**config.mk**
```make
export PLATFORM = sky130hd
export DESIGN_NAME = rrsb_top
export DESIGN_NICKNAME = d
export VERILOG_FILES = /design/src/rrsb_pkg.sv /design/src/rrsb_mem.sv /design/src/rrsb_alu.sv /design/src/rrsb_top.sv
export SDC_FILE = /design/constraint.sdc
export NUM_CORES = 1
export LEC_CHECK = 0
export ABC_AREA = 1
export BUFFER_PORTS_ARGS = -buffer_cell sky130_fd_sc_hd__buf_2
export CAP_MARGIN = 10
export CORE_ASPECT_RATIO = 1.1
export CORE_MARGIN = 4
export CORE_UTILIZATION = 63
export DETAILED_ROUTE_END_ITERATION = 10
export PLACE_DENSITY = 0.89
export SYNTH_ARGS = -nofsm -noshare
export SYNTH_HDL_FRONTEND = slang
export SYNTH_SLANG_ARGS = --single-unit
```
**constraint.sdc**
```tcl
create_clock -name hclk -period 4.5 [get_ports hclk]
set_clock_uncertainty 0.2 [all_clocks]
set_input_delay 0.45 -clock hclk [delete_from_list [all_inputs] [get_ports hclk]]
set_output_delay 0.45 -clock hclk [all_outputs]
set_load 0.05 [all_outputs]
```
**src/rrsb_pkg.sv**
```systemverilog
// constants, field layout and state codes of the rotate/subtract datapath slice
// What this block does
// - rotate right to work: memory bit 0 lands in bit 7, flags untouched
// - rotate memory right through carry: old carry to bit 7, bit 0 to carry
// - same carry rotate, result to work register, memory byte left alone
// - work register gets work minus memory byte minus inverted carry
// - same difference written to the addressed memory byte instead
// - subtract clears carry on negative difference, sets it on zero or positive
// - subtract updates all six flags; rotates touch only carry where stated
package rrsb_pkg;
  // ==========================================================
  // widths
  localparam int DATA_W = 8;
  localparam int MEM_AW = 4;
  localparam int MEM_DEPTH = 16;
  localparam int FLAG_W = 6;
  // ==========================================================
  // register byte offsets
  localparam logic [7:0] OFS_CMD = 8'h00;
  localparam logic [7:0] OFS_WORK = 8'h04;
  localparam logic [7:0] OFS_FLAGS = 8'h08;
  localparam logic [7:0] OFS_MADDR = 8'h0c;
  localparam logic [7:0] OFS_MDATA = 8'h10;
  localparam logic [7:0] OFS_STATUS = 8'h14;
  // ==========================================================
  // command word fields
  localparam int CMD_OP_LSB = 0;
  localparam int CMD_OP_W = 3;
  localparam int CMD_ADDR_LSB = 4;
  // ==========================================================
  // flag bit positions
  localparam int FLG_CARRY = 0;
  localparam int FLG_ZERO = 1;
  localparam int FLG_NIBBLE = 2;
  localparam int FLG_WRAP = 3;
  localparam int FLG_SIGN = 4;
  localparam int FLG_CHAIN = 5;
  // ==========================================================
  // reset values
  localparam logic [7:0] WORK_RST = 8'h00;
  localparam logic [5:0] FLAGS_RST = 6'h00;
  localparam logic [3:0] MADDR_RST = 4'h0;
  localparam logic [2:0] OP_NONE = 3'h7;
  // ==========================================================
  // operation codes
  localparam logic [2:0] OP_ROT_WORK = 3'h0;
  localparam logic [2:0] OP_ROTB_MEM = 3'h1;
  localparam logic [2:0] OP_ROTB_WORK = 3'h2;
  localparam logic [2:0] OP_SUBB_WORK = 3'h3;
  localparam logic [2:0] OP_SUBB_MEM = 3'h4;
  // ==========================================================
  // bus encodings and sequencer state codes
  localparam logic [2:0] HSIZE_WORD = 3'b010;
  typedef enum logic [2:0] {
    ST_IDLE = 3'b001,
    ST_MEMRD = 3'b010,
    ST_EXEC = 3'b100
  } rrsb_state_t;
endpackage

```
**src/rrsb_mem.sv**
```systemverilog
// small data memory with registered read data
`timescale 1ns/1ps
module rrsb_mem (
  input wire logic hclk,
  input wire logic hresetn,
  input wire logic [rrsb_pkg::MEM_AW-1:0] addr,
  input wire logic we,
  input wire logic [rrsb_pkg::DATA_W-1:0] wdata,
  output logic [rrsb_pkg::DATA_W-1:0] rdata
);
  logic [rrsb_pkg::DATA_W-1:0] mem_r [rrsb_pkg::MEM_DEPTH];

  // ==========================================================
  // storage, read first: on a same-cycle write, read shows old contents
  always_ff @(posedge hclk)
  begin
    if (we)
    begin
      mem_r[addr] <= wdata;
    end
  end

  always_ff @(posedge hclk or negedge hresetn)
  begin
    if (!hresetn)
    begin
      rdata <= 8'h00;
    end
    else
    begin
      rdata <= mem_r[addr];
    end
  end
endmodule

```
**src/rrsb_alu.sv**
```systemverilog
// combinational rotate and subtract-with-borrow unit
`timescale 1ns/1ps
module rrsb_alu (
  input wire logic [2:0] op,
  input wire logic [7:0] mem_byte,
  input wire logic [7:0] work_in,
  input wire logic [5:0] flags_in,
  output logic [7:0] result,
  output logic work_we,
  output logic mem_we,
  output logic [5:0] flags_out
);
  logic [6:0] shifted;
  logic [8:0] diff;
  logic [4:0] low_diff;
  logic carry_in;
  logic wrap;

  assign carry_in = flags_in[rrsb_pkg::FLG_CARRY];

  // ==========================================================
  // right shift by one, the fill bit is chosen per operation
  genvar i;
  generate
    for (i = 0; i < 7; i++)
    begin : g_shift
      assign shifted[i] = mem_byte[i+1];
    end
  endgenerate

  // nine bits so the top bit is the borrow out; low byte is the wrapped result
  assign diff = {1'b0, work_in} - {1'b0, mem_byte} - {8'h00, ~carry_in};
  assign low_diff = {1'b0, work_in[3:0]} - {1'b0, mem_byte[3:0]} - {4'h0, ~carry_in};
  assign wrap = (work_in[7] ^ mem_byte[7]) & (work_in[7] ^ diff[7]);

  // ==========================================================
  // operation select
  always_comb
  begin
    result = work_in;
    work_we = 1'b0;
    mem_we = 1'b0;
    flags_out = flags_in;
    case (op)
      rrsb_pkg::OP_ROT_WORK:
      begin
        result = {mem_byte[0], shifted};
        work_we = 1'b1;
      end
      rrsb_pkg::OP_ROTB_MEM:
      begin
        result = {carry_in, shifted};
        mem_we = 1'b1;
        flags_out[rrsb_pkg::FLG_CARRY] = mem_byte[0];
      end
      rrsb_pkg::OP_ROTB_WORK:
      begin
        result = {carry_in, shifted};
        work_we = 1'b1;
        flags_out[rrsb_pkg::FLG_CARRY] = mem_byte[0];
      end
      rrsb_pkg::OP_SUBB_WORK, rrsb_pkg::OP_SUBB_MEM:
      begin
        result = diff[7:0];
        work_we = (op == rrsb_pkg::OP_SUBB_WORK);
        mem_we = (op == rrsb_pkg::OP_SUBB_MEM);
        flags_out[rrsb_pkg::FLG_CARRY] = ~diff[8];
        flags_out[rrsb_pkg::FLG_ZERO] = (diff[7:0] == 8'h00);
        flags_out[rrsb_pkg::FLG_NIBBLE] = ~low_diff[4];
        flags_out[rrsb_pkg::FLG_WRAP] = wrap;
        flags_out[rrsb_pkg::FLG_SIGN] = wrap ^ diff[7];
        flags_out[rrsb_pkg::FLG_CHAIN] = (diff[7:0] == 8'h00)
          & flags_in[rrsb_pkg::FLG_ZERO];
      end
      default:
      begin
        result = work_in;
      end
    endcase
  end
endmodule

```
**src/rrsb_top.sv**
```systemverilog
// AHB-Lite slave wrapping the rotate/subtract datapath, its registers and data memory
//
// Our own choices: the AHB-Lite register port and the address map.
`timescale 1ns/1ps
module rrsb_top (
  input wire logic hclk,
  input wire logic hresetn,
  input wire logic hsel,
  input wire logic [31:0] haddr,
  input wire logic [1:0] htrans,
  input wire logic hwrite,
  input wire logic [2:0] hsize,
  input wire logic hready,
  input wire logic [31:0] hwdata,
  output logic [31:0] hrdata,
  output logic hreadyout,
  output logic hresp
);
  logic pend_r;
  logic wr_r;
  logic size_ok_r;
  logic [7:0] adr_r;
  rrsb_pkg::rrsb_state_t st_r;
  rrsb_pkg::rrsb_state_t st_nxt;
  logic [7:0] work_r;
  logic [5:0] flags_r;
  logic [3:0] maddr_r;
  logic [3:0] xaddr_r;
  logic [2:0] op_r;
  logic [2:0] last_op_r;
  logic idle_act;
  logic do_wr;
  logic cmd_go;
  logic mdat_wr;
  logic mdat_rd;
  logic exec;
  logic done;
  logic accept;
  logic [3:0] mem_addr;
  logic mem_we;
  logic [7:0] mem_wd;
  logic [7:0] mem_q;
  logic [7:0] alu_res;
  logic alu_work_we;
  logic alu_mem_we;
  logic [5:0] alu_flags;
  logic [31:0] rd_mux;

  function automatic logic hit(input logic [7:0] a, input logic [7:0] ofs);
    return a == ofs;
  endfunction

  // ==========================================================
  // transfer decode
  assign accept = hsel & htrans[1] & hready;
  assign idle_act = (st_r == rrsb_pkg::ST_IDLE) & pend_r;
  assign do_wr = idle_act & wr_r & size_ok_r;
  assign cmd_go = do_wr & hit(adr_r, rrsb_pkg::OFS_CMD);
  assign mdat_wr = do_wr & hit(adr_r, rrsb_pkg::OFS_MDATA);
  assign mdat_rd = idle_act & ~wr_r & hit(adr_r, rrsb_pkg::OFS_MDATA);
  assign exec = (st_r == rrsb_pkg::ST_EXEC);
  assign done = (idle_act & ~cmd_go & ~mdat_rd) | (st_r == rrsb_pkg::ST_MEMRD) | exec;

  // ==========================================================
  // address phase capture
  always_ff @(posedge hclk or negedge hresetn)
  begin
    if (!hresetn)
    begin
      pend_r <= 1'b0;
      wr_r <= 1'b0;
      size_ok_r <= 1'b0;
      adr_r <= 8'h00;
    end
    else if (accept)
    begin
      pend_r <= 1'b1;
      wr_r <= hwrite;
      size_ok_r <= (hsize == rrsb_pkg::HSIZE_WORD);
      adr_r <= haddr[7:0];
    end
    else if (done)
    begin
      pend_r <= 1'b0;
    end
  end

  // every data phase gets wait states until the work is finished
  always_ff @(posedge hclk or negedge hresetn)
  begin
    if (!hresetn)
    begin
      hreadyout <= 1'b1;
    end
    else if (accept)
    begin
      hreadyout <= 1'b0;
    end
    else if (done)
    begin
      hreadyout <= 1'b1;
    end
  end

  always_ff @(posedge hclk or negedge hresetn)
  begin
    if (!hresetn)
    begin
      hresp <= 1'b0;
    end
    else
    begin
      hresp <= 1'b0;
    end
  end

  // ==========================================================
  // sequencer
  always_comb
  begin
    st_nxt = rrsb_pkg::ST_IDLE;
    case (st_r)
      rrsb_pkg::ST_IDLE:
      begin
        if (cmd_go)
        begin
          st_nxt = rrsb_pkg::ST_EXEC;
        end
        else if (mdat_rd)
        begin
          st_nxt = rrsb_pkg::ST_MEMRD;
        end
      end
      rrsb_pkg::ST_MEMRD:
      begin
        st_nxt = rrsb_pkg::ST_IDLE;
      end
      rrsb_pkg::ST_EXEC:
      begin
        st_nxt = rrsb_pkg::ST_IDLE;
      end
      default:
      begin
        st_nxt = rrsb_pkg::ST_IDLE;
      end
    endcase
  end

  always_ff @(posedge hclk or negedge hresetn)
  begin
    if (!hresetn)
    begin
      st_r <= rrsb_pkg::ST_IDLE;
    end
    else
    begin
      st_r <= st_nxt;
    end
  end

  // ==========================================================
  // command latch
  always_ff @(posedge hclk or negedge hresetn)
  begin
    if (!hresetn)
    begin
      op_r <= rrsb_pkg::OP_NONE;
      xaddr_r <= rrsb_pkg::MADDR_RST;
    end
    else if (cmd_go)
    begin
      op_r <= hwdata[rrsb_pkg::CMD_OP_LSB +: rrsb_pkg::CMD_OP_W];
      xaddr_r <= hwdata[rrsb_pkg::CMD_ADDR_LSB +: rrsb_pkg::MEM_AW];
    end
  end

  always_ff @(posedge hclk or negedge hresetn)
  begin
    if (!hresetn)
    begin
      last_op_r <= rrsb_pkg::OP_NONE;
    end
    else if (exec)
    begin
      last_op_r <= op_r;
    end
  end

  always_ff @(posedge hclk or negedge hresetn)
  begin
    if (!hresetn)
    begin
      maddr_r <= rrsb_pkg::MADDR_RST;
    end
    else if (do_wr && hit(adr_r, rrsb_pkg::OFS_MADDR))
    begin
      maddr_r <= hwdata[rrsb_pkg::MEM_AW-1:0];
    end
  end

  // ==========================================================
  // datapath and memory
  // operand read is issued while the command word is on hwdata
  assign mem_addr = exec ? xaddr_r
                  : (cmd_go ? hwdata[rrsb_pkg::CMD_ADDR_LSB +: rrsb_pkg::MEM_AW] : maddr_r);
  assign mem_we = mdat_wr | (exec & alu_mem_we);
  assign mem_wd = exec ? alu_res : hwdata[7:0];

  rrsb_mem u_mem (
    .hclk(hclk),
    .hresetn(hresetn),
    .addr(mem_addr),
    .we(mem_we),
    .wdata(mem_wd),
    .rdata(mem_q)
  );

  rrsb_alu u_alu (
    .op(op_r),
    .mem_byte(mem_q),
    .work_in(work_r),
    .flags_in(flags_r),
    .result(alu_res),
    .work_we(alu_work_we),
    .mem_we(alu_mem_we),
    .flags_out(alu_flags)
  );

  always_ff @(posedge hclk or negedge hresetn)
  begin
    if (!hresetn)
    begin
      work_r <= rrsb_pkg::WORK_RST;
    end
    else if (do_wr && hit(adr_r, rrsb_pkg::OFS_WORK))
    begin
      work_r <= hwdata[7:0];
    end
    else if (exec && alu_work_we)
    begin
      work_r <= alu_res;
    end
  end

  always_ff @(posedge hclk or negedge hresetn)
  begin
    if (!hresetn)
    begin
      flags_r <= rrsb_pkg::FLAGS_RST;
    end
    else if (do_wr && hit(adr_r, rrsb_pkg::OFS_FLAGS))
    begin
      flags_r <= hwdata[5:0];
    end
    else if (exec)
    begin
      flags_r <= alu_flags;
    end
  end

  // ==========================================================
  // read data
  always_comb
  begin
    rd_mux = 32'h0000_0000;
    case (adr_r)
      rrsb_pkg::OFS_CMD: rd_mux = {24'h00_0000, xaddr_r, 1'b0, op_r};
      rrsb_pkg::OFS_WORK: rd_mux = {24'h00_0000, work_r};
      rrsb_pkg::OFS_FLAGS: rd_mux = {26'h000_0000, flags_r};
      rrsb_pkg::OFS_MADDR: rd_mux = {28'h000_0000, maddr_r};
      rrsb_pkg::OFS_STATUS: rd_mux = {29'h0000_0000, last_op_r};
      default: rd_mux = 32'h0000_0000;
    endcase
  end

  always_ff @(posedge hclk or negedge hresetn)
  begin
    if (!hresetn)
    begin
      hrdata <= 32'h0000_0000;
    end
    else if (st_r == rrsb_pkg::ST_MEMRD)
    begin
      hrdata <= {24'h00_0000, mem_q};
    end
    else if (idle_act && !wr_r)
    begin
      hrdata <= rd_mux;
    end
  end

  // ==========================================================
  // checks
  logic [7:0] chk_q_r;
  logic [7:0] chk_w_r;
  logic [5:0] chk_f_r;
  logic [8:0] ref_diff;
  logic [8:0] ref_sub;
  logic is_sub;
  logic is_rot;

  always_ff @(posedge hclk)
  begin
    chk_q_r <= mem_q;
    chk_w_r <= work_r;
    chk_f_r <= flags_r;
  end

  assign ref_diff = {1'b0, chk_w_r} - {1'b0, chk_q_r} - {8'h00, ~chk_f_r[0]};
  assign ref_sub = {1'b0, chk_q_r} + {8'h00, ~chk_f_r[0]};
  assign is_sub = (op_r == rrsb_pkg::OP_SUBB_WORK) | (op_r == rrsb_pkg::OP_SUBB_MEM);
  assign is_rot = (op_r == rrsb_pkg::OP_ROT_WORK) | (op_r == rrsb_pkg::OP_ROTB_MEM)
                | (op_r == rrsb_pkg::OP_ROTB_WORK);
endmodule

```
# --- After elaboration in Yosys (flattened, before gate mapping) ---
# Memories as Yosys holds them, arrays and structs flattened. A register that Yosys moved wholly into a read port is not among the register bits.
# Cells that the tools add are included.
classes:
  n_addsub: 4
  multipliers: 0
  div: 0
  order_cmp: 0
  eq_ne: 13
  shift: 0
  muxes: 24
  bitwise: 26
  reduce_logical: 21
ops:
  columns: ["cell", "count"]
  rows:
  - ["two-way mux 32 bit", 2]
  - ["case mux 8 bit (5 select lines)", 1]
  - ["two-way mux 8 bit", 3]
  - ["case mux 8 bit (3 select lines)", 1]
  - ["equality test 8 x 4 -> 1 bit (second input constant)", 2]
  - ["equality test 8 x 5 -> 1 bit (second input constant)", 2]
  - ["logical NOT 8 bit", 2]
  - ["AND 1 bit", 14]
  - ["equality test 3 x 2 -> 1 bit (second input constant)", 4]
  - ["two-way mux 6 bit", 2]
  - ["nonzero test 2 bit", 5]
  - ["subtractor 8 x 8 -> 9 bit", 1]
  - ["subtractor 9 x 1 -> 9 bit", 1]
  - ["equality test 8 x 3 -> 1 bit (second input constant)", 1]
  - ["two-way mux 4 bit", 2]
  - ["equality test 3 x 1 -> 1 bit (second input constant)", 2]
  - ["equality test 3 bit (second input constant)", 2]
  - ["two-way mux 1 bit", 6]
  - ["two-way mux 3 bit", 2]
  - ["NOT 1 bit", 6]
  - ["case mux 1 bit (2 select lines)", 3]
  - ["OR reduction 2 bit", 3]
  - ["logical AND 1 bit", 5]
  - ["two-way mux 5 bit", 1]
  - ["other kinds (9)", 15]
totals:
  register_bits: 75
  latch_bits: 0
  ramBits: 128
  rom_bits: 0
  output_inout_bits: 34
  mem_count: 1
memory_table:
  columns: ["memory", "depth", "width", "read_ports", "rd_ports_with_merged_regs", "write_ports", "line_no", "source"]
  rows:
  - ["u_mem.mem_r", 16, 8, 1, 1, 1, "rrsb_mem.sv:11", "logic [rrsb_pkg::DATA_W-1:0] mem_r [rrsb_pkg::MEM_DEPTH];"]

# --- Depth between registers and ports, before layout ---
logic_depth:
  depth_word: 12
  depth_mapped: 18
  depth_no_buf: 17

# --- Modules after synthesis ---
# A second synthesis with hierarchy kept.
unflattened:
  hier_cells: 1120
  hier_area_um2: 9546.7
modules_own_cells:
  columns: ["module", "instances", "cells_each", "area_each_um2", "seq_area_each_um2"]
  rows:
  - ["rrsb_mem", 1, 548, 5632.9, 4043.9]
  - ["rrsb_top", 1, 390, 2940.3, 1286.2]
  - ["rrsb_alu", 1, 182, 973.4, 0.0]

# --- Worst setup path before layout ---
# Ideal clock, no wire load.
synth_path:
  path_kind: "register to register"
  from: "register flags_r[0]"
  to: "memory u_mem.mem_r[0][0] (netlist name) (data pin)"
  t_arrival_ps: 2421
  required_ps: 3970
  setup_slack_ps: 1548
  path_stages_with_launch: 10
  synth_period_minus_slack_ps: 2952
  cell_sequence: "dfrtp_1 -> inv_1 -> fa_1 -> inv_1 -> ha_1 -> xor2_1 -> nand2_1 -> o211ai_1 -> o21ai_0 -> o21ai_0"
synth_between:
  elab_chain_cells: 4
synth_lines:
  columns: ["item", "line_no", "source"]
  rows:
  - ["start: declaration", "rrsb_top.sv:26", "logic [5:0] flags_r;"]
  - ["start signal: assignment", "rrsb_top.sv:249", "flags_r <= rrsb_pkg::FLAGS_RST;"]
  - ["start signal: assignment", "rrsb_top.sv:253", "flags_r <= hwdata[5:0];"]
  - ["start signal: assignment", "rrsb_top.sv:257", "flags_r <= alu_flags;"]
  - ["NOT 1 bit", "rrsb_alu.sv:32", "assign diff = {1'b0, work_in} - {1'b0, mem_byte} - {8'h00, ~carry_in};"]
  - ["subtractor 9 x 1 -> 9 bit", "rrsb_alu.sv:32", null]
  - ["case mux 8 bit (3 select lines)", "rrsb_alu.sv:44", "case (op)"]
  - ["two-way mux 8 bit", "rrsb_top.sv:207", "assign mem_wd = exec ? alu_res : hwdata[7:0];"]
  - ["net mem_wd[0]", "rrsb_top.sv:41", "logic [7:0] mem_wd;"]
  - ["end: declaration", "rrsb_mem.sv:11", null]
# The timed path passes the listed nets, and every way through them passes these cells.

# --- Worst setup path in the final report ---
layout_path:
  from: "register st_r[1]"
  to: "memory u_mem.mem_r[13][6] (netlist name), enable pin"
layout_between:
  elab_chain_cells: 8
  word_cells_on_any_way: 13
  classes_between: "eq/ne: 2; mux: 4; bitwise: 7"
layout_lines:
  columns: ["item", "line_no", "source"]
  rows:
  - ["start: declaration", "rrsb_top.sv:23", "rrsb_pkg::rrsb_state_t st_r;"]
  - ["start signal: assignment", "rrsb_top.sv:153", "st_r <= rrsb_pkg::ST_IDLE;"]
  - ["start signal: assignment", "rrsb_top.sv:157", "st_r <= st_nxt;"]
  - ["equality test 3 x 1 -> 1 bit", "rrsb_top.sv:56", "assign idle_act = (st_r == rrsb_pkg::ST_IDLE) & pend_r;"]
  - ["AND 1 bit", "rrsb_top.sv:56", null]
  - ["AND 1 bit (2 in series)", "rrsb_top.sv:57", "assign do_wr = idle_act & wr_r & size_ok_r;"]
  - ["AND 1 bit", "rrsb_top.sv:59", "assign mdat_wr = do_wr & hit(adr_r, rrsb_pkg::OFS_MDATA);"]
  - ["OR 1 bit", "rrsb_top.sv:206", "assign mem_we = mdat_wr | (exec & alu_mem_we);"]
  - ["two-way mux 1 bit", "rrsb_mem.sv:17", "if (we)"]
  - ["two-way mux 1 bit (not written as such)", "rrsb_mem.sv:19", "mem_r[addr] <= wdata;"]
# Parallel ways exist; a longest one is shown, timed or not.

==> run summary <==
## Yosys
- **cell area after synthesis** 9390 sq um
- **Post-Synth Simple-Gate Area** 24.8%
- **share of the synthesized netlist area taken by xor and xnor gates** 0.560%
- **share of cell area taken by muxes after synthesis** 0.839%
- **proportion of netlist area held by the largest area contributor** 40.9%
- **per-instance average area after synthesis** 9.03 sq um
- **synthesized-area fraction occupied by adder cells** 2.29%
- **largest family of logic cells by synthesized area** simple AND/OR/NAND/NOR gates
- **Warnings, synthesis** 0
- **post-synthesis cell count** 1040
- **Synth Area in Compound Gates** 6.32%
- **Post-synth EDFFs** 128
- **Synth Flop Type** sky130_fd_sc_hd__edfxtp_1
- **cell taking the most area after synthesis** sky130_fd_sc_hd__edfxtp_1
- **leading cell types by total area after synthesis** sky130_fd_sc_hd__edfxtp_1, sky130_fd_sc_hd__nand2_1, sky130_fd_sc_hd__dfrtp_1
- **flops & latches, synth** 187
- **share of synthesized area occupied by flip-flops and latches** 56.8%
- **library cells used by synthesis** 38
- **FFs w/ async S/R, synth** 31.6%

## Cells and area
- **antenna diode count** 0
- **share of layout cells above drive strength 1** 11.5%
- **total of fill cells in the finished design** 1071
- **net count reported at finish** 1157
- **Layout area overhead** 8.82%
- **Seq. cell area** 5330 sq um
- **area of the multi-input gates** 3360 sq um

## Worst setup path
- **Crit path arrival time** 3.73 ns
- **slowest stage cell on the critical path** sky130_fd_sc_hd__nor3_2
- **delay of the slowest cell on the worst path** 0.90 ns
- **type of origin of the critical path** flop
- **CP endpoint kind** flop
- **Critical path origin** st_r[1]
- **worst-path maximum fanout** 15
- **Data required, critical path** 4.37 ns
- **destination of the critical timing path** u_mem.mem_r[13][6]
- **depth of the worst register-to-register path** 5
- **ordered list of cells on the worst path** nor3_2 -> inv_2 -> o32ai_2 -> nand4_1 -> nor2_1
- **start of the worst register-to-register path** st_r[1]
- **capture point of the worst reg-to-reg path** u_mem.mem_r[13][6]
- **reg-to-reg setup timing slack** 0.63 ns
- **category of the critical setup timing path** flop to flop

## STA
- **highest clock frequency the design can meet** 259 MHz
- **setup repair after global routing missed its margin** false
- **max-slew violation count** 0
- **slew of the pin with the lowest slew margin** 1.24 ns
- **setup TNS** 0 ns
- **share of the cycle needed by the critical path after routing** 85.9%
- **setup-violating endpoint count in the final report** 0
- **minimum period implied by the final worst setup slack** 3.87 ns
- **number of failing hold endpoints at the final stage** 0
- **worst slew margin relative to its limit** 16.8%

## Pwr
- **highest ir drop seen on vdd** 0.309 mV
- **Overall Power** 3.77 mW
- **leakage power** 4.67 nW
- **power density cells** 369 nW/um^2

## Drt
- **routed length per placed instance** 17.1 um
- **total number of vias** 7175
- **count of antenna-violating nets left after detailed routing** 0
- **count of unresolved DRC violations after routing** 0
- **total length of routed wires** 21800 um
- **First DRT Iteration DRCs** 852
- **number of iterations in the first detailed-routing pass** 5
- **Via density** 5.64

## Worst hold path
- **worst hold stages** 2
- **worst hold path type** input port to flop

## Run status
- **run status** complete, no violations

## Global route
- **first-pass GRT wire length** 34800 um
- **vias in the first global route** 6909
- **initial antenna violation count** 0
- **global-route usage over all layers** 26.6%
- **total gr overflow** 0
- **pin count of the biggest net entering global routing** 67

## Place
- **final estimated routing congestion in global placement** 1.05
- **placed wire-length estimate** 14900 um
- **count of port buffers added during placement** 33

## Floorplanning
- **floorplan die width** 124 um
- **Die ar.** 16900 sq um
- **area of the placeable core** 14500 sq um
- **I/O Pins** 108
- **starting density of the core** 64.7%
- **die boundary height** 136 um
- **std cell rows** 46

## Clock tree
- **Clock Path Buffers** 2
- **clock slew at the register clock pins of the worst setup and hold paths** 0.07 ns
- **cell at the root of the clock tree** sky130_fd_sc_hd__clkbuf_16
- **TritonCTS Sinks** 187
- **clock tree from TritonCTS** built
- **cells resized by post-CTS repair** 0
- **number of clock buffers inserted by TritonCTS** 17
- **total number of H-tree levels** 4
- **clock latency on the worst-skew pair** 0.44 ns

## Job
- **max_cap viols** 0

-- layout by cell type (no fill, tap or decap), types with 3 or more instances in the layout --
cell type	instances
sky130_fd_sc_hd__nand2_1	398
sky130_fd_sc_hd__edfxtp_1	128
sky130_fd_sc_hd__inv_1	97
sky130_fd_sc_hd__nand3_1	89
sky130_fd_sc_hd__dfrtp_1	51
sky130_fd_sc_hd__o21ai_0	45
sky130_fd_sc_hd__nor2_1	42
sky130_fd_sc_hd__buf_2	33
sky130_fd_sc_hd__conb_1	25
sky130_fd_sc_hd__clkbuf_16	17
sky130_fd_sc_hd__a21oi_1	15
sky130_fd_sc_hd__ha_1	14
sky130_fd_sc_hd__buf_4	12
sky130_fd_sc_hd__nand2_2	8
sky130_fd_sc_hd__inv_6	8
sky130_fd_sc_hd__o221ai_1	8
sky130_fd_sc_hd__o211ai_1	8
sky130_fd_sc_hd__nand4_1	8
sky130_fd_sc_hd__dfstp_2	8
sky130_fd_sc_hd__mux2_2	7
sky130_fd_sc_hd__nor2_4	6
sky130_fd_sc_hd__xor2_1	6
sky130_fd_sc_hd__o22ai_1	6
sky130_fd_sc_hd__inv_2	6
sky130_fd_sc_hd__o21ai_1	6
sky130_fd_sc_hd__o21ai_2	3
sky130_fd_sc_hd__bufinv_16	3
-- timing repair --
item / CTS / global route
setup buffers: 0 / 0
hold buffers: 1 / 0
hold endpoints to repair: 10 / 0
-- per-stage QoR --
| step | instances | hold WS, ns | util (%) | instance area [sq um] | worst slack (ns) |
|---|---|---|---|---|---|
| after floorplan | 1064 | -0.0456 | - | 9480 | 1.55 |
| after global placement | 1239 | 0.253 | 66.1 | 9590 | 0.835 |
| after detailed placement | 1239 | 0.256 | 66.1 | 9590 | 0.731 |
| after CTS | 1272 | 0.0286 | 70.5 | 10200 | 0.689 |
| after global routing | 1272 | 0.0454 | 70.5 | 10200 | 0.369 |
| final | 1272 | 0.0420 | 70.5 | 10200 | 0.632 |
-- layout make-up --
cell class	instances	area share [%]
clock buffer	17	4.16
clock inverter	15	1.93
inverter	104	3.87
multi-input combinational	711	32.9
sequential	187	52.2
tap	192	2.35
timing repair buffer	46	2.60
-- critical path, delay by kind of cell (launching register included) --
family	cells	cell delay (ns)
AND/OR/NAND/NOR	3	1.98
flip-flops	1	0.43
AO/OA/AOI/OAI	1	0.52
buffers and inverters	1	0.37
-- synthesized netlist by cell type (2+ instances only) --
cell,count
sky130_fd_sc_hd__nor3_2,2
sky130_fd_sc_hd__o21ai_4,2
sky130_fd_sc_hd__nor2_2,2
sky130_fd_sc_hd__nor2_4,6
sky130_fd_sc_hd__buf_2,10
sky130_fd_sc_hd__a21oi_1,15
sky130_fd_sc_hd__ha_1,14
sky130_fd_sc_hd__o21ai_0,51
sky130_fd_sc_hd__clkbuf_1,15
sky130_fd_sc_hd__o221ai_1,8
sky130_fd_sc_hd__inv_1,97
sky130_fd_sc_hd__o21ai_2,3
sky130_fd_sc_hd__a31oi_1,2
sky130_fd_sc_hd__nand3_1,89
sky130_fd_sc_hd__inv_2,6
sky130_fd_sc_hd__edfxtp_1,128
sky130_fd_sc_hd__nand2_2,6
sky130_fd_sc_hd__nand4_1,8
sky130_fd_sc_hd__fa_1,2
sky130_fd_sc_hd__nor3_1,2
sky130_fd_sc_hd__nand2_1,400
sky130_fd_sc_hd__buf_4,32
sky130_fd_sc_hd__xor2_1,6
sky130_fd_sc_hd__nor2_1,42
sky130_fd_sc_hd__mux2_2,7
sky130_fd_sc_hd__dfstp_2,8
sky130_fd_sc_hd__o22ai_1,6
sky130_fd_sc_hd__o211ai_1,8
sky130_fd_sc_hd__dfrtp_1,51
sky130_fd_sc_hd__buf_6,4
-- flip-flops by register name, summed over array words and instances, names as in the netlist --
name / flops
adr_r: 8
flags_r: 6
hrdata: 8
hreadyout: 1
last_op_r: 3
maddr_r: 4
op_r: 3
pend_r: 1
size_ok_r: 1
st_r: 3
u_mem.mem_r: 128
u_mem.rdata: 8
work_r: 8
wr_r: 1
xaddr_r: 4
-- worst min-delay path by stage --
stage,from,endpoint,slack [ns]
final,haddr[1],adr_r[1],0.04
after global routing,haddr[1],adr_r[1],0.05
after CTS,haddr[1],adr_r[1],0.03
after detailed placement,last_op_r[0],last_op_r[0],0.26
after global placement,last_op_r[0],last_op_r[0],0.25
after floorplan,hresetn,adr_r[0],-0.05
-- cell families after synthesis --
kind of cell    count (synthesis)
other cells                     1
xor+xnor                        6
buf+inv                       166
simple gates                  560
compound gates                 97
mux                             7
flops                         187
fa+ha+maj                      16
-- routing by layer --
layer	wire, um	vias to the layer above	track usage, %
met2	10900	357	47.1
met1	8260	3335	32.1
met5	0	-	0
met3	1620	79	4.17
li1	-	3404	-
met4	1000	0	12.7
-- where the power goes --
part	total, mW	internal [mW]	switching, mW
sequential	1.89	1.87	0.0234
clock	1.58	0.895	0.681
combinational	0.300	0.0781	0.222
Note: power is estimated with default switching activity, not from simulation.
